===== config.mk =====
export PLATFORM = sky130hd
export DESIGN_NAME = cs_decode
export DESIGN_NICKNAME = d
export VERILOG_FILES = /design/src/cs_decode_pkg.sv /design/src/cs_decode.sv
export SDC_FILE = /design/constraint.sdc
export NUM_CORES = 1
export LEC_CHECK = 0
export ABC_AREA = 1
export BUFFER_PORTS_ARGS = -buffer_cell sky130_fd_sc_hd__buf_4
export CAP_MARGIN = 20
export CELL_PAD_IN_SITES_DETAIL_PLACEMENT = 1
export CELL_PAD_IN_SITES_GLOBAL_PLACEMENT = 1
export CORE_ASPECT_RATIO = 1.25
export CORE_MARGIN = 8
export CORE_UTILIZATION = 38
export DETAILED_ROUTE_END_ITERATION = 10
export GPL_TIMING_DRIVEN = 0
export PLACE_DENSITY_LB_ADDON = 0.05
export SYNTH_ARGS = -nofsm -noshare
export SYNTH_HDL_FRONTEND = slang
export SYNTH_SLANG_ARGS = --single-unit

===== constraint.sdc =====
create_clock -name sys_clk_i -period 1.94 [get_ports sys_clk_i]
set_input_delay 0.097 -clock sys_clk_i [delete_from_list [all_inputs] [get_ports sys_clk_i]]
set_output_delay 0.097 -clock sys_clk_i [all_outputs]
set_load 0.005 [all_outputs]

===== src/cs_decode_pkg.sv =====
// Package: constants, types and state layout of the chip-select decoder
package cs_decode_pkg;

   // ----------------------------------------------------------------
   // Register byte addresses
   // ----------------------------------------------------------------
   localparam logic [7:0] AREA_A_OFS = 8'h00;
   localparam logic [7:0] AREA_B_OFS = 8'h04;
   localparam logic [7:0] CTRL_A_OFS = 8'h08;
   localparam logic [7:0] CTRL_B_OFS = 8'h0C;
   localparam logic [7:0] IRQ_STAT_OFS = 8'h10;
   localparam logic [7:0] IRQ_MASK_OFS = 8'h14;
   localparam logic [7:0] STATE_OFS = 8'h18;

   // ----------------------------------------------------------------
   // Field positions and reset values
   // ----------------------------------------------------------------
   localparam int AREA_TOP_LSB = 24;
   localparam int AREA_START_LSB = 16;
   localparam int AREA_SIZE_LSB = 0;
   localparam int CTRL_WRR_LSB = 0;
   localparam int CTRL_RDR_LSB = 4;
   localparam logic [31:0] AREA_RESET = 32'h0000_0000;
   localparam logic [2:0] RECOVERY_RESET = 3'h0;
   localparam logic [7:0] SIZE_CODE_MAX = 8'h08;
   localparam logic [2:0] RECOVERY_CODE_EIGHT = 3'h7;
   localparam logic [3:0] RECOVERY_EIGHT = 4'h8;
   localparam int IRQ_FAULT_BIT = 0;
   localparam int IRQ_MISS_BIT = 1;
   localparam int IRQ_DONE_BIT = 2;
   localparam int IRQ_W = 3;

   // ----------------------------------------------------------------
   // External window and AXI responses
   // ----------------------------------------------------------------
   localparam logic [31:0] EXT_WIN_LO = 32'h6000_0000;
   localparam logic [31:0] EXT_WIN_HI = 32'h61FF_FFFF;
   localparam logic [1:0] RESP_OKAY = 2'h0;
   localparam logic [1:0] RESP_SLVERR = 2'h2;

   // ----------------------------------------------------------------
   // Carriers
   // ----------------------------------------------------------------
   typedef struct packed {
      logic awvalid;
      logic [31:0] awaddr;
      logic wvalid;
      logic [31:0] wdata;
      logic [3:0] wstrb;
      logic bready;
      logic arvalid;
      logic [31:0] araddr;
      logic rready;
   } axil_req_s;

   typedef struct packed {
      logic awready;
      logic wready;
      logic bvalid;
      logic [1:0] bresp;
      logic arready;
      logic rvalid;
      logic [31:0] rdata;
      logic [1:0] rresp;
   } axil_rsp_s;

   typedef struct packed {
      logic valid;
      logic write;
      logic [31:0] addr;
   } ext_req_s;

   typedef enum logic [1:0] {ST_IDLE, ST_ACCESS, ST_RECOVER} seq_e;

   // ----------------------------------------------------------------
   // Whole state of the decoder
   // ----------------------------------------------------------------
   typedef struct packed {
      axil_rsp_s rsp;
      logic aw_have;
      logic [7:0] aw_addr;
      logic w_have;
      logic [31:0] w_data;
      logic [3:0] w_strb;
      logic [1:0][7:0] area_top;
      logic [1:0][7:0] area_start;
      logic [1:0][7:0] area_size;
      logic [1:0][2:0] wr_rec;
      logic [1:0][2:0] rd_rec;
      logic [IRQ_W-1:0] irq_stat;
      logic [IRQ_W-1:0] irq_mask;
      seq_e seq;
      logic [3:0] rec_cnt;
      logic acc_ready;
      logic acc_done;
      logic hard_fault;
      logic cs_a_n;
      logic cs_b_n;
      logic irq;
   } state_s;

endpackage


===== src/cs_decode.sv =====
// Chip-select decoder and recovery-cycle inserter with AXI4-Lite registers
`timescale 1ns/1ps
module cs_decode
   import cs_decode_pkg::*;
(
   // Clock and reset
   input wire logic sys_clk_i,
   input wire logic rst_n_i,
   // Register bus
   input wire axil_req_s axil_req_i,
   output axil_rsp_s axil_rsp_o,
   // Access requests from the internal bus
   input wire ext_req_s ext_req_i,
   input wire logic ext_end_i,
   output logic acc_ready_o,
   output logic acc_done_o,
   output logic hard_fault_o,
   // External chip selects
   output logic chip_select_a_n_o,
   output logic chip_select_b_n_o,
   // Interrupt
   output logic irq_o
);

   // ----------------------------------------------------------------
   // Helpers
   // ----------------------------------------------------------------

   // Address-compare mask from a size code; prohibited codes hit nothing
   function automatic logic [7:0] size_mask(input logic [7:0] code);
      logic [7:0] m;
      m = 8'h00;
      if (code <= SIZE_CODE_MAX)
      begin
         m = ~(8'hFF >> code[3:0]);
      end
      return m;
   endfunction

   // Recovery code to cycle count, code seven meaning eight
   function automatic logic [3:0] rec_cycles(input logic [2:0] code);
      logic [3:0] n;
      n = {1'b0, code};
      if (code == RECOVERY_CODE_EIGHT)
      begin
         n = RECOVERY_EIGHT;
      end
      return n;
   endfunction

   state_s q;
   state_s d;
   logic [1:0] hit;
   logic [7:0] msk0;
   logic [7:0] msk1;
   logic in_win;
   logic do_wr;
   logic [3:0] rec_sel;
   logic [31:0] rd_word;
   logic rd_ok;
   logic wr_ok;
   logic [31:0] wmerge;
   logic [31:0] cur;

   // ----------------------------------------------------------------
   // Address decode
   // ----------------------------------------------------------------

   // Window check and per-channel hit, both channels in parallel
   always_comb
   begin
      in_win = (ext_req_i.addr >= EXT_WIN_LO) &&
               (ext_req_i.addr <= EXT_WIN_HI);
      msk0 = size_mask(q.area_size[0]);
      msk1 = size_mask(q.area_size[1]);
      hit[0] = (q.area_size[0] <= SIZE_CODE_MAX) &&
               ((ext_req_i.addr[23:16] & msk0) ==
                (q.area_start[0] & msk0));
      hit[1] = (q.area_size[1] <= SIZE_CODE_MAX) &&
               ((ext_req_i.addr[23:16] & msk1) ==
                (q.area_start[1] & msk1));
   end

   // ----------------------------------------------------------------
   // Register read mux
   // ----------------------------------------------------------------

   // Middle byte of the area registers always reads zero
   always_comb
   begin
      rd_word = 32'h0000_0000;
      rd_ok = 1'b1;
      case (axil_req_i.araddr[7:0])
         AREA_A_OFS:
         begin
            rd_word = {q.area_top[0], q.area_start[0], 8'h00,
                       q.area_size[0]};
         end
         AREA_B_OFS:
         begin
            rd_word = {q.area_top[1], q.area_start[1], 8'h00,
                       q.area_size[1]};
         end
         CTRL_A_OFS:
         begin
            rd_word[CTRL_WRR_LSB +: 3] = q.wr_rec[0];
            rd_word[CTRL_RDR_LSB +: 3] = q.rd_rec[0];
         end
         CTRL_B_OFS:
         begin
            rd_word[CTRL_WRR_LSB +: 3] = q.wr_rec[1];
            rd_word[CTRL_RDR_LSB +: 3] = q.rd_rec[1];
         end
         IRQ_STAT_OFS:
         begin
            rd_word[IRQ_W-1:0] = q.irq_stat;
         end
         IRQ_MASK_OFS:
         begin
            rd_word[IRQ_W-1:0] = q.irq_mask;
         end
         STATE_OFS:
         begin
            rd_word = {24'h00_0000, q.rec_cnt, 2'b00, q.seq};
         end
         default:
         begin
            rd_ok = 1'b0;
         end
      endcase
   end

   // Current value at the write address, merged with the byte lanes
   always_comb
   begin
      cur = 32'h0000_0000;
      wr_ok = 1'b1;
      case (q.aw_addr)
         AREA_A_OFS: cur = {q.area_top[0], q.area_start[0], 8'h00,
                            q.area_size[0]};
         AREA_B_OFS: cur = {q.area_top[1], q.area_start[1], 8'h00,
                            q.area_size[1]};
         CTRL_A_OFS: cur = {25'h0, q.rd_rec[0], 1'b0, q.wr_rec[0]};
         CTRL_B_OFS: cur = {25'h0, q.rd_rec[1], 1'b0, q.wr_rec[1]};
         IRQ_STAT_OFS: cur = 32'h0000_0000;
         IRQ_MASK_OFS: cur = {29'h0, q.irq_mask};
         STATE_OFS: cur = 32'h0000_0000;
         default: wr_ok = 1'b0;
      endcase
      for (int i = 0; i < 4; i++)
      begin
         wmerge[i*8 +: 8] = q.w_strb[i] ? q.w_data[i*8 +: 8] :
                            cur[i*8 +: 8];
      end
   end

   // ----------------------------------------------------------------
   // Next state
   // ----------------------------------------------------------------

   always_comb
   begin
      d = q;
      d.acc_done = 1'b0;
      d.hard_fault = 1'b0;
      rec_sel = 4'h0;

      // Write address and data are taken in either order
      if (axil_req_i.awvalid && q.rsp.awready)
      begin
         d.aw_have = 1'b1;
         d.aw_addr = axil_req_i.awaddr[7:0];
      end
      if (axil_req_i.wvalid && q.rsp.wready)
      begin
         d.w_have = 1'b1;
         d.w_data = axil_req_i.wdata;
         d.w_strb = axil_req_i.wstrb;
      end
      if (q.rsp.bvalid && axil_req_i.bready)
      begin
         d.rsp.bvalid = 1'b0;
      end
      do_wr = q.aw_have && q.w_have && !q.rsp.bvalid;

      // Register write; upper byte is stored as written, 0110_0000 expected
      if (do_wr)
      begin
         d.aw_have = 1'b0;
         d.w_have = 1'b0;
         d.rsp.bvalid = 1'b1;
         d.rsp.bresp = wr_ok ? RESP_OKAY : RESP_SLVERR;
         case (q.aw_addr)
            AREA_A_OFS, AREA_B_OFS:
            begin
               d.area_top[q.aw_addr[2]] = wmerge[AREA_TOP_LSB +: 8];
               d.area_start[q.aw_addr[2]] = wmerge[AREA_START_LSB +: 8];
               d.area_size[q.aw_addr[2]] = wmerge[AREA_SIZE_LSB +: 8];
            end
            CTRL_A_OFS, CTRL_B_OFS:
            begin
               d.wr_rec[q.aw_addr[2]] = wmerge[CTRL_WRR_LSB +: 3];
               d.rd_rec[q.aw_addr[2]] = wmerge[CTRL_RDR_LSB +: 3];
            end
            IRQ_STAT_OFS:
            begin
               d.irq_stat = q.irq_stat & ~wmerge[IRQ_W-1:0];
            end
            IRQ_MASK_OFS:
            begin
               d.irq_mask = wmerge[IRQ_W-1:0];
            end
            default:
            begin
               d.irq_mask = q.irq_mask;
            end
         endcase
      end

      // Read: one answer at a time, data registered with rvalid
      if (q.rsp.rvalid && axil_req_i.rready)
      begin
         d.rsp.rvalid = 1'b0;
      end
      if (axil_req_i.arvalid && q.rsp.arready)
      begin
         d.rsp.rvalid = 1'b1;
         d.rsp.rdata = rd_word;
         d.rsp.rresp = rd_ok ? RESP_OKAY : RESP_SLVERR;
      end

      // Access sequencer
      case (q.seq)
         ST_IDLE:
         begin
            if (ext_req_i.valid && q.acc_ready)
            begin
               if (!in_win)
               begin
                  d.hard_fault = 1'b1;
                  d.acc_done = 1'b1;
                  d.irq_stat[IRQ_FAULT_BIT] = 1'b1;
               end
               else if (hit[0])
               begin
                  d.cs_a_n = 1'b0;
                  d.rec_cnt = ext_req_i.write ? rec_cycles(q.wr_rec[0]) :
                              rec_cycles(q.rd_rec[0]);
                  d.seq = ST_ACCESS;
               end
               else if (hit[1])
               begin
                  d.cs_b_n = 1'b0;
                  d.rec_cnt = ext_req_i.write ? rec_cycles(q.wr_rec[1]) :
                              rec_cycles(q.rd_rec[1]);
                  d.seq = ST_ACCESS;
               end
               else
               begin
                  d.acc_done = 1'b1;
                  d.irq_stat[IRQ_MISS_BIT] = 1'b1;
               end
            end
         end
         ST_ACCESS:
         begin
            if (ext_end_i)
            begin
               d.cs_a_n = 1'b1;
               d.cs_b_n = 1'b1;
               d.acc_done = 1'b1;
               d.irq_stat[IRQ_DONE_BIT] = 1'b1;
               d.seq = (q.rec_cnt == 4'h0) ? ST_IDLE : ST_RECOVER;
            end
         end
         ST_RECOVER:
         begin
            // Count runs down to zero before idling, so every code adds exactly
            // its decoded count of dummy cycles (eight for code seven) to the zero case
            rec_sel = q.rec_cnt - 4'h1;
            if (q.rec_cnt == 4'h0)
            begin
               d.seq = ST_IDLE;
            end
            else
            begin
               d.rec_cnt = rec_sel;
            end
         end
         default:
         begin
            d.seq = ST_IDLE;
         end
      endcase

      // Registered handshake outputs follow the next state
      d.rsp.awready = !d.aw_have && !d.rsp.bvalid;
      d.rsp.wready = !d.w_have && !d.rsp.bvalid;
      d.rsp.arready = !d.rsp.rvalid;
      d.acc_ready = (d.seq == ST_IDLE) && !d.acc_done;
      d.irq = |(d.irq_stat & d.irq_mask);
   end

   // ----------------------------------------------------------------
   // State register
   // ----------------------------------------------------------------

   // Chip selects idle high; control bits constant under reset
   always_ff @(posedge sys_clk_i or negedge rst_n_i)
   begin
      if (!rst_n_i)
      begin
         q <= '0;
         q.area_top <= {2{AREA_RESET[31:24]}};
         q.area_start <= {2{AREA_RESET[23:16]}};
         q.area_size <= {2{AREA_RESET[7:0]}};
         q.wr_rec <= {2{RECOVERY_RESET}};
         q.rd_rec <= {2{RECOVERY_RESET}};
         q.seq <= ST_IDLE;
         q.cs_a_n <= 1'b1;
         q.cs_b_n <= 1'b1;
      end
      else
      begin
         q <= d;
      end
   end

   // ----------------------------------------------------------------
   // Outputs, all straight from the state register
   // ----------------------------------------------------------------
   assign axil_rsp_o = q.rsp;
   assign acc_ready_o = q.acc_ready;
   assign acc_done_o = q.acc_done;
   assign hard_fault_o = q.hard_fault;
   assign chip_select_a_n_o = q.cs_a_n;
   assign chip_select_b_n_o = q.cs_b_n;
   assign irq_o = q.irq;

endmodule


# [Word-level counts from Yosys, hierarchy flattened]
# Cells that the tools add are included.
[totals] inputBits=142 wordCells=189 out_inout_bits=47 ff_bits=165
[classes] reduce_logical=38 n_eq_ne=28 muxes=72 n_shift=2 addsub=1 bitwise_logic=9 order_cmp=6
[ops] cell="$pmux 32 s5" count=1
[ops] cell="$pmux 25 s3" count=1
[ops] cell="$bwmux 16" count=3
[ops] cell="$eq 8x5->1 const B" count=6
[ops] cell="$mux 8" count=6
[ops] cell="$mux 37" count=1
[ops] cell="$mux 35" count=1
[ops] cell="$and 8x8->8" count=4
[ops] cell="$eq 8x4->1 const B" count=4
[ops] cell="$ge 32x31->1 const B" count=1
[ops] cell="$le 32x31->1 const B" count=1
[ops] cell="$mux 4" count=8
[ops] cell="$mux 6" count=5
[ops] cell="$mux 1" count=21
[ops] cell="$pmux 3 s7" count=1
[ops] cell="$mux 2" count=9
[ops] cell="$eq 8x3->1 const B" count=2
[ops] cell="$eq 8x8->1" count=2
[ops] cell="$le 8x4->1 const B" count=2
[ops] cell="$logic_not 8->1" count=2
[ops] cell="$not 8->8" count=2
[ops] cell="$shr 8x4->8 const A" count=2
[ops] cell="$logic_and 1x1->1" count=15
[ops] cell="$pmux 3 s5" count=1
[ops] cell="other kinds (29)" count=55

# [Depth between registers and ports, before layout]
# Gate-level depths: netlist of run 1.
[logic_depth] depth_word=14 ltp_mapped=13 mapped_depth_nobuf=12

# [Worst setup path after synthesis of run 1]
# Ideal clock, no wire load.
[synth_path] kind="register to register" startpoint="reg q[31] (netlist bit)" endpoint="reg q[8] (netlist bit)" path_slack_ps=347 required_time_ps=1869 path_buffers=1 setup_ps=71 synth_period_minus_slack_ps=1593 path_stages_with_launch=13 t_arrival_ps=1522 path_cell_list="dfrtp_1 > nor2_1 > nand2_1 > nand2_1 > nand2_1 > nor2_2 > nand3_1 > buf_2 > nand2_1 > nand2_1 > a21oi_1 > nor2_1 > nor2_1"
[synth_between] elab_chain_len=10 word_cells_on_any_way=14 cone_classes="order compare: 1; eq/ne: 2; shift: 1; mux: 5; bitwise: 3; reduce/logical: 2"
[synth_rtl] element="from (decl)" line_no="cs_decode.sv:51" rtl="state_s q;"
[synth_rtl] element="branches (longest 5 deep; another with $le 8x4->1)"
[synth_rtl] element="$logic_and 1x1->1 (*)" line_no="cs_decode.sv:76" rtl="hit[0] = (q.area_size[0] <= SIZE_CODE_MAX) &&"
[synth_rtl] element="$mux 6" line_no="cs_decode.sv:244" rtl="else if (hit[0])"
[synth_rtl] element="$mux 6" line_no="cs_decode.sv:238" rtl="if (!in_win)"
[synth_rtl] element="$mux 6" line_no="cs_decode.sv:236" rtl="if (ext_req_i.valid && q.acc_ready)"
[synth_rtl] element="$pmux 4 s2" line_no="cs_decode.sv:233" rtl="case (q.seq)"
# Every way passes the cells marked *. The select of a mux whose other input is x is not followed.
# A chain may end at the register's enable or synchronous reset.

# [Final worst setup path of run 1]
[layout_path] startpoint="reg q[33] (netlist bit)" endpoint="reg q[8] (netlist bit)"
# Same word-level chain as after synthesis.

==> results of run 1 <==
registers in the layout, indices dropped and copies added (netlist names):
name               count
acc_done_o             1
acc_ready_o            1
hard_fault_o           1
q                    109
axil_rsp_o            31
irq_o                  1
chip_select_b_n_o      1
chip_select_a_n_o      1
cell usage after synthesis (2+ instances only):
master    count  share of area [%]
buf_4        42                4.0
a21oi_1      17                1.1
inv_1       112                5.4
inv_2         3               0.14
o21ai_0      85                5.4
dfrtp_1     144                 46
nor2_4        2               0.29
clkbuf_1     18               0.86
nor3b_1       2               0.19
dfstp_2       2               0.67
nor2_2        5               0.40
o21ai_1      17                1.1
o31ai_1       2               0.19
o211ai_1      2               0.19
o22ai_1      41                3.3
nor3_1        5               0.32
buf_1         2              0.096
xor2_1        3               0.34
nor2_1       70                3.4
nand2_1     433                 21
a211oi_1      2               0.19
clkinv_1      2              0.096
or2_2         4               0.32
nand4_1       3               0.24
nand3_1      49                3.1
buf_2         9               0.58
worst register-to-register path: stages (launching register included):
cell and delay (ns):
dfrtp_2 0.44, or2_2 0.31, nand2_1 0.07, nor2_1 0.05, nor2_2 0.14, nand3_2 0.14
buf_4 0.17, nand3_2 0.09, nand2_1 0.08, inv_1 0.12, nor2_1 0.05, nor2_1 0.10
worst max-delay path by stage:
stage / from / end / slack [ns] / cells past startpoint
2_1_floorplan: q[31] / q[8] / 0.35 / 12
3_3_place_gp: q[116] / q[49] / -0.22 / 9
3_5_place_dp: q[116] / q[49] / -0.28 / 9
4_1_cts: q[117] / q[42] / 0.002 / 9
5_1_grt: q[41] / q[8] / -0.02 / 11
6_report: q[33] / q[8] / 0.11 / 11
power groups by stage:
| stage | clock network, mW | registers (mW) | logic [mW] |
|---|---|---|---|
| after floorplan | 0 | 4.29 | 2.55 |
| after global placement | 0 | 4.45 | 3.77 |
| after detailed placement | 0 | 4.49 | 3.87 |
| after CTS | 3.52 | 4.48 | 4.08 |
| after global routing | 3.64 | 4.61 | 4.97 |
| final | 3.46 | 4.50 | 4.41 |
what timing repair did:
item                                    in CTS  in global routing
endpoints found under the setup margin      64                 68
pin swaps                                    3                 10
buffers inserted                             3                 10
hold endpoints to repair                   116                  0
hold buffers                                40                  0
gates resized for setup                     20                 53
layout make-up:
class | instances | area, µm²
Fill cell | 2601 | 9856
Sequential cell | 146 | 3665
Multi-Input combinational cell | 763 | 3476
Timing Repair Buffer | 158 | 1310
Buffer | 71 | 471.7
Clock buffer | 19 | 442.9
Inverter | 117 | 441.7
Tap cell | 270 | 337.8
Clock inverter | 13 | 173.9
kinds of logic after synthesis:
group | synth area share [%]
XOR/XNOR | 0.3355
flip-flops | 46.68
buffers and inverters | 11.31
multiplexers | 0.1278
other | 0.04788
AO/OA/AOI/OAI | 12.11
adder cells (fa/ha/maj) | 0.1597
AND/OR/NAND/NOR | 29.23
routing by layer:
metal / global-route usage [%] / vias up / part of all wire [%]
met5: 0 / - / 0
met4: 9.083 / 0 / 3.2
met3: 3.919 / 51 / 4.0
met2: 37.19 / 153 / 50
met1: 25.60 / 3744 / 43
li1: - / 3779 / -
==> flow_summary.ini, run 1 <==
[pwr]
internal-power_mw = 7.561
sw_frac_of_total_pct = 38.92
finalPower_mw = 12.38
pwr-share-comb_pct = 35.7
power_frac_seq_pct = 36.4
cellLeakagePower_nw = 5.277
pwr-share-clk_pct = 28.0
power.switching_mw = 4.817
vdd_drop_max_mv = 0.6549
powerDensity_nw_per_um2 = 1200

[timing]
fin_worst_skew_ns = 0.01015
slew_headroom_pct = 49.52
holdWs_ns = 0.1227
final_max_slew_viol_count = 0
finalHoldViolCount = 0
rsz0062_at_grt = true
setup_viol = 0
worst_slew_pin_slew_ns = 0.7572
setup_slack_ns = 0.1091
tns_ns = 0
timing.fmax_mhz = 546.2
min_period_over_period_pct = 94.38
fin_crit_ns = 1.831

[setup_path]
slowest_delay_ns = 0.44
reg2reg_slack_ns = 0.11
path_cells = or2_2 -> nand2_1 -> nor2_1 -> nor2_2 -> nand3_2 -> buf_4 -> nand3_2 -> nand2_1 -> inv_1 -> nor2_1 -> nor2_1
crit_slowest_cell = dfrtp_2
rr_worst_depth = 11
cp_max_fo = 5
cp_top_family = simple AND/OR/NAND/NOR gates
r2r_start = q[33]
worst-endpoint-arrival_ns = 2.19
critPathLaunchType = flop
worst-endpoint-required_ns = 2.29
r2r-end = q[8]
crit_path_frequent_cell = nor2_1
worst-path-buf-inv = 2
cp-end-kind = flop
crit_type = flop to flop

[yosys]
synthFlopType = dfrtp_1
synth_area_um2 = 7833
ys_seq_elements = 146
async_reset_ff_share_pct = 100.0
synth_edf_count = 0
ys_seq_area_share_pct = 46.68
avgSynthCellArea_um2 = 7.192
synth.distinct_cells = 39
syn_inst = 1089
yosysWarnings = 0

[routing]
num_vias = 7727
drcViolationCount = 0
ant_nets = 0
drt_iter0_drc = 341
wl_per_cell_um = 17.07
drt_pre_antenna_iters = 4
viasPerCell = 4.963
drt_wl_total_um = 26580

[final_layout]
layout_common_cells = nand2_1 (426), buf_4 (160), dfrtp_1 (137)
fin_cells = 1557
areaGrowthSynthToFinish_pct = 31.74
finish.utilization_pct = 51.15
drive_above_1_share_pct = 20.59
final_area_um2 = 10320
final_common_cell = nand2_1
fin_nets = 1417
diodes = 0

[floorplan]
initial_core_util_pct = 38.82
core-area_um2 = 20170
fp-row-count = 58
fp.dieW_um = 144.4
ios = 189
die_h_um = 176.5
dieArea_um2 = 25490

[job]
cap_viol_max_count = 0

[cts]
clk_path_buf_depth = 2
cts_sinks = 146
path_clk_slew_ns = 0.06
numCtsBuffers = 17
cts_tree = done
cts-root-buf = clkbuf_16
cts_max_level = 4
clk_latency_ns = 0.43

[global_routing]
grt_usage_pct = 21.52
grt_max_degree = 79
antenna_found_initial = 0
grt_overflow_total = 0
grt_pass1_vias = 8280
grt_pass1_wl_um = 42660

[placed_design]
place_congestion = 0.8611
port_buffers = 104
numPlacedInstances = 1473
pre_cts_ws_ns = -0.2760
place_area_um2 = 9016
place_hpwl_um = 19480

[worst_hold_path]
min_path_type = input port to flop
hold_start = axil_req_i[4]
min_path_cells = 4
holdPathEnd = axil_rsp_o[1]

[status]
status = finished, final reports clean
(Power assumes the default switching activity.)
==> run 2: changes to the inputs <==
--- a/config.mk
+++ b/config.mk
@@ -5,14 +5,13 @@
 export SDC_FILE = /design/constraint.sdc
 export NUM_CORES = 1
 export LEC_CHECK = 0
-export ABC_AREA = 1
 export BUFFER_PORTS_ARGS = -buffer_cell sky130_fd_sc_hd__buf_4
 export CAP_MARGIN = 20
 export CELL_PAD_IN_SITES_DETAIL_PLACEMENT = 1
 export CELL_PAD_IN_SITES_GLOBAL_PLACEMENT = 1
 export CORE_ASPECT_RATIO = 1.25
 export CORE_MARGIN = 8
-export CORE_UTILIZATION = 38
+export CORE_UTILIZATION = 41
 export DETAILED_ROUTE_END_ITERATION = 10
 export GPL_TIMING_DRIVEN = 0
 export PLACE_DENSITY_LB_ADDON = 0.05
==> flow_summary.ini, run 2 <==
[routing]
drcViolationCount = 0
drt_pre_antenna_iters = 6
wl_per_cell_um = 21.88
drt_iter0_drc = 356
drt_wl_total_um = 26890
num_vias = 6950
viasPerCell = 5.655
ant_nets = 0

[global_routing]
use_met3_pct = 4.064
use_met2_pct = 37.47
busiest_layer = met2
grt_overflow_total = 0
grt_pass1_wl_um = 39960
grt_max_degree = 81
antenna_found_initial = 0
grt_pass1_vias = 7457
grt_usage_pct = 21.39
use_met1_pct = 25.51

[yosys]
synth.distinct_cells = 59
synthFlopType = dfrtp_1
ys_seq_area_share_pct = 47.92
synth_commonest_cells = dfrtp_1 (144), nand2_1 (110), o21ai_0 (75)
ys_seq_elements = 146
avgSynthCellArea_um2 = 9.870
synth_area_um2 = 7630
synth_top_cell_by_area = dfrtp_1
syn_inst = 773
async_reset_ff_share_pct = 100.0
yosysWarnings = 0
yosysMostFrequentCell = dfrtp_1
synthTopCellsByArea = dfrtp_1 (47%), mux2_2 (6.9%), mux2i_1 (5.9%)
synth_top_area_share_pct = 47.23
synth_edf_count = 0

[timing]
fin_worst_skew_ns = 0.01528
setup_slack_ns = -0.6123
fin_crit_ns = 2.552
timing.fmax_mhz = 391.8
final_max_slew_viol_count = 0
slew_headroom_pct = 30.52
rsz0062_at_grt = true
setup_viol = 28
worst_slew_pin_slew_ns = 1.042
min_period_over_period_pct = 131.6
finalHoldViolCount = 0

[floorplan]
initial_core_util_pct = 41.25
fp.dieW_um = 138.0
fp-row-count = 56
dieArea_um2 = 23260
die_h_um = 168.5
ios = 189
core-area_um2 = 18500

[setup_path]
reg2reg_slack_ns = -0.61
setup.worst_path.start = q[52]
rr_worst_depth = 6
cp_max_fo = 5
crit_end = q[9]
worst-endpoint-arrival_ns = 2.85
r2r_start = q[52]
worst-endpoint-required_ns = 2.24
cp-end-kind = flop
critPathLaunchType = flop
r2r-end = q[9]
crit_type = flop to flop

[cts]
clk_path_buf_depth = 2
path_clk_slew_ns = 0.07
clk_latency_ns = 0.44
cts_tree = done
cts-root-buf = clkbuf_16
cts_sinks = 146
cts_max_level = 4
numCtsBuffers = 17

[placed_design]
numPlacedInstances = 1120
port_buffers = 104
place_congestion = 0.8329
place_hpwl_um = 17820
place_area_um2 = 8793

[worst_hold_path]
min_path_type = input port to flop

[job]
cap_viol_max_count = 0

[final_layout]
final_common_cell = buf_4
areaGrowthSynthToFinish_pct = 43.72
layout_common_cells = buf_4 (170), dfrtp_1 (136), nand2_1 (102)
fin_cells = 1229
fin_nets = 1127
finish.utilization_pct = 59.28
final_area_um2 = 10970
diodes = 0
drive_above_1_share_pct = 38.72
largest_reg_flops = 109
largest-register = q

[pwr]
powerDensity_nw_per_um2 = 1137
cellLeakagePower_nw = 4.864
vdd_drop_max_mv = 0.6907

[status]
failed_checks = setup timing
status = finished with violations
==> run 2: cell types whose count changed after synthesis, sizes merged, moves of 37 or more <==
cell and change:
o22ai -37, nand2 -323, nor2 -54, mux2 +47, mux2i +44, inv -102
==> run 2: worst min-delay path by stage <==
stage / start / end / depth (start not counted)
2_1_floorplan: rst_n_i / acc_done_o / 0
3_3_place_gp: axil_req_i[0] / axil_rsp_o[34] / 2
3_5_place_dp: rst_n_i / q[99] / 1
4_1_cts: axil_req_i[33] / axil_rsp_o[1] / 3
5_1_grt: axil_req_i[33] / axil_rsp_o[1] / 3
6_report: axil_req_i[33] / axil_rsp_o[1] / 3
==> run 2: worst max-delay path, stage by stage, from the launching register on <==
cell	delay, ns
dfrtp_1	0.42
xor2_1	0.18
maj3_1	0.36
o22ai_1	0.79
a22oi_2	0.31
o211ai_1	0.24
o211ai_1	0.12
==> run 2: repair_timing <==
item	CTS	global route
buffers inserted	16	20
resized for setup	66	196
hold buffers	41	0
endpoints found under the setup margin	79	97
cloned	0	5
endpoints found under the hold margin	107	0
pin swaps	12	60
==> run 2: per-stage QoR <==
| step | TNS, ns | total power, mW | hold slack [ns] | setup WS [ns] |
|---|---|---|---|---|
| finish | -6.429 | 12.47 | 0.05449 | -0.6123 |
| global route | -10.62 | 13.02 | 0.09229 | -0.7216 |
| CTS | -6.046 | 11.65 | 0.06428 | -0.6123 |
| detailed placement | -49.28 | 7.596 | 0.1574 | -0.9269 |
| global placement | -43.74 | 7.410 | 0.3237 | -0.8672 |
| floorplan | -1.812 | 6.327 | -0.1986 | -0.2360 |
==> run 2: cells by family (layout without fill, tap and decap cells) <==
group / count (synthesis) / after routing / share of synthesized area [%]
flip-flops: 146 / 146 / 47.92
multiplexers: 92 / 92 / 12.84
AO/OA/AOI/OAI: 196 / 196 / 16.22
adder cells (fa/ha/maj): 2 / 2 / 0.2952
AND/OR/NAND/NOR: 221 / 221 / 13.84
other: 1 / 10 / 0.04915
XOR/XNOR: 16 / 16 / 1.837
buffers and inverters: 99 / 314 / 7.002
==> run 2: report_power, final <==
group | internal (mW) | switching [mW] | leakage, nW
Clock | 1.95 | 1.42 | 0.281
Sequential | 3.71 | 0.760 | 1.91
Combinational | 2.19 | 2.44 | 2.67
==> run 2: final cells by class <==
class	instances	area [µm²]
Buffer	82	591.8
Clock buffer	19	442.9
Clock inverter	13	148.9
Fill cell	1993	7532
Inverter	13	48.80
Multi-Input combinational cell	537	4098
Sequential cell	146	3666
Tap cell	232	290.3
Timing Repair Buffer	187	1679
==> run 2: layer usage <==
metal / part of all wire (%) / vias up / routed length, µm
li1: - / 3179 / -
met5: 0 / - / 0
met2: 52 / 202 / 13870
met3: 4.3 / 55 / 1166
met4: 2.9 / 0 / 768
met1: 41 / 3514 / 11090
==> run 3: changes to the inputs <==
--- a/config.mk
+++ b/config.mk
@@ -14,7 +14,7 @@
 export CORE_UTILIZATION = 41
 export DETAILED_ROUTE_END_ITERATION = 10
 export GPL_TIMING_DRIVEN = 0
-export PLACE_DENSITY_LB_ADDON = 0.05
+export PLACE_DENSITY_LB_ADDON = 0.12
 export SYNTH_ARGS = -nofsm -noshare
 export SYNTH_HDL_FRONTEND = slang
 export SYNTH_SLANG_ARGS = --single-unit
==> flow_summary.ini, run 3 (synthesis results as in run 2) <==
[setup_path]
cp-end-kind = flop
worst-path-buf-inv = 2
critPathLaunchType = flop
cp_max_fo = 3
worst-endpoint-required_ns = 2.30
crit_slowest_cell = or4_1
worst-endpoint-arrival_ns = 2.93
cp_top_family = simple AND/OR/NAND/NOR gates
crit_type = flop to flop
slowest_delay_ns = 0.51
path_cells = or4_1 -> a222oi_1 -> nor4b_4 -> buf_4 -> buf_6 -> a31oi_2 -> nor3b_2 -> a2bb2oi_2

[timing]
fin_worst_skew_ns = 0.009582
final_max_slew_viol_count = 0
worst_slew_pin_slew_ns = 0.9451
finalHoldViolCount = 0
rsz0062_at_grt = true
setup_viol = 42
fin_crit_ns = 2.568
min_period_over_period_pct = 132.4
slew_headroom_pct = 37.00
timing.fmax_mhz = 389.5
holdWs_ns = 0.06772
setup_slack_ns = -0.6277

[placed_design]
pre_cts_ws_ns = -0.9377
place_congestion = 0.8561
port_buffers = 104
numPlacedInstances = 1119
place_hpwl_um = 18030

[cts]
cts_tree = done
clk_latency_ns = 0.43
cts_sinks = 146
path_clk_slew_ns = 0.06
numCtsBuffers = 17
cts_max_level = 4
cts-root-buf = clkbuf_16
clk_path_buf_depth = 2

[routing]
num_vias = 6924
wl_per_cell_um = 22.06
drt_iter0_drc = 407
drt_wl_total_um = 27010
drt_pre_antenna_iters = 5
ant_nets = 0
drcViolationCount = 0
viasPerCell = 5.657

[floorplan]
die_h_um = 168.5
dieArea_um2 = 23260
core-area_um2 = 18500
ios = 189
initial_core_util_pct = 41.25
fp.dieW_um = 138.0
fp-row-count = 56

[status]
failed_checks = setup timing
status = finished with violations

[global_routing]
grt_usage_pct = 21.73
grt_pass1_vias = 7520
antenna_found_initial = 0
grt_max_degree = 87
grt_pass1_wl_um = 40770
grt_overflow_total = 0

[pwr]
cellLeakagePower_nw = 4.748
internal-power_mw = 7.762
power.switching_mw = 4.382
sw_frac_of_total_pct = 36.08
pwr-share-clk_pct = 26.9
pwr-share-comb_pct = 36.5
power_frac_seq_pct = 36.6
vdd_drop_max_mv = 0.6534
powerDensity_nw_per_um2 = 1134

[final_layout]
fin_nets = 1123
drive_above_1_share_pct = 37.20
areaGrowthSynthToFinish_pct = 40.37
final_common_cell = buf_4
fin_cells = 1224
largest-register = q
diodes = 0
layout_common_cells = buf_4 (167), dfrtp_1 (134), nand2_1 (91)
largest_reg_flops = 109

[worst_hold_path]
min_path_type = input port to flop

[job]
cap_viol_max_count = 0
## run 3: changes by cell type in the layout (fill, tap and decap cells not counted), moves of 4 or more
cell      before  now
inv_6          5    0
nand2_2        5   17
nor3_4        11    2
o21ai_1       50   46
nor3_1         9   17
clkbuf_1      16   20
a21oi_1       15   28
a21oi_2       14    1
nand2_1      102   91
## run 3: worst register-to-register path: stages, from the launching register on
cell and delay, ns:
dfrtp_2 0.40, or4_1 0.51, a222oi_1 0.43, nor4b_4 0.37, buf_4 0.21, buf_6 0.10, a31oi_2 0.09, nor3b_2 0.24
a2bb2oi_2 0.16
## run 3: per-stage QoR
stage,TNS (ns),area (µm²),total power [mW],util [%]
2_1_floorplan,-1.812,7687,6.327,-
3_3_place_gp,-41.64,8758,7.421,47.35
3_5_place_dp,-48.55,8790,7.581,47.52
4_1_cts,-7.079,10090,11.44,54.53
5_1_grt,-11.08,10710,12.69,57.90
6_report,-7.356,10710,12.14,57.90
## run 3: timing repair
item	4_1_cts	5_1_grt
pin swaps	6	29
endpoints found under the hold margin	100	0
buffers inserted	15	17
setup endpoints to repair	97	78
cloned	0	4
gates resized for setup	58	161
hold buffers	42	0
## run 3: power groups by stage
stage	combinational (mW)	clock, mW	sequential, mW
global route	4.73	3.44	4.51
CTS	3.79	3.29	4.37
finish	4.43	3.27	4.44
global placement	3.12	0	4.30
detailed placement	3.24	0	4.34
floorplan	2.21	0	4.12
## run 3: layer usage
layer / routed length (µm) / up-vias / share of wire, % / track usage, %
met5: 0 / - / 0 / 0
met4: 765 / 0 / 2.8 / 8.617
met3: 979 / 54 / 3.6 / 4.036
met2: 14320 / 190 / 53 / 38.72
met1: 10940 / 3518 / 41 / 25.27
li1: - / 3162 / - / -
## run 3: worst paths after layout
kind                           startpoint                end  slack, ns  cells past startpoint
setup reg to reg                    q[33]  chip_select_a_n_o      -0.63                      8
hold reg to reg            axil_rsp_o[20]     axil_rsp_o[20]       0.48                      2
min in group asynchronous         rst_n_i     axil_rsp_o[22]       0.22                      2
max in group asynchronous         rst_n_i             q[122]       0.83                      3
setup / recovery                    q[33]  chip_select_a_n_o      -0.63                      8
hold / removal              ext_req_i[33]       hard_fault_o       0.07                      3
## run 3: area by class of cell
| class | instances | area, µm² |
|---|---|---|
| buffer | 82 | 589.3 |
| sequential | 146 | 3669 |
| clock inverter | 9 | 107.6 |
| multi-input combinational | 537 | 3914 |
| tap | 232 | 290.3 |
| inverter | 13 | 48.80 |
| timing repair buffer | 183 | 1628 |
| clock buffer | 22 | 464.2 |
| fill | 2048 | 7787 |
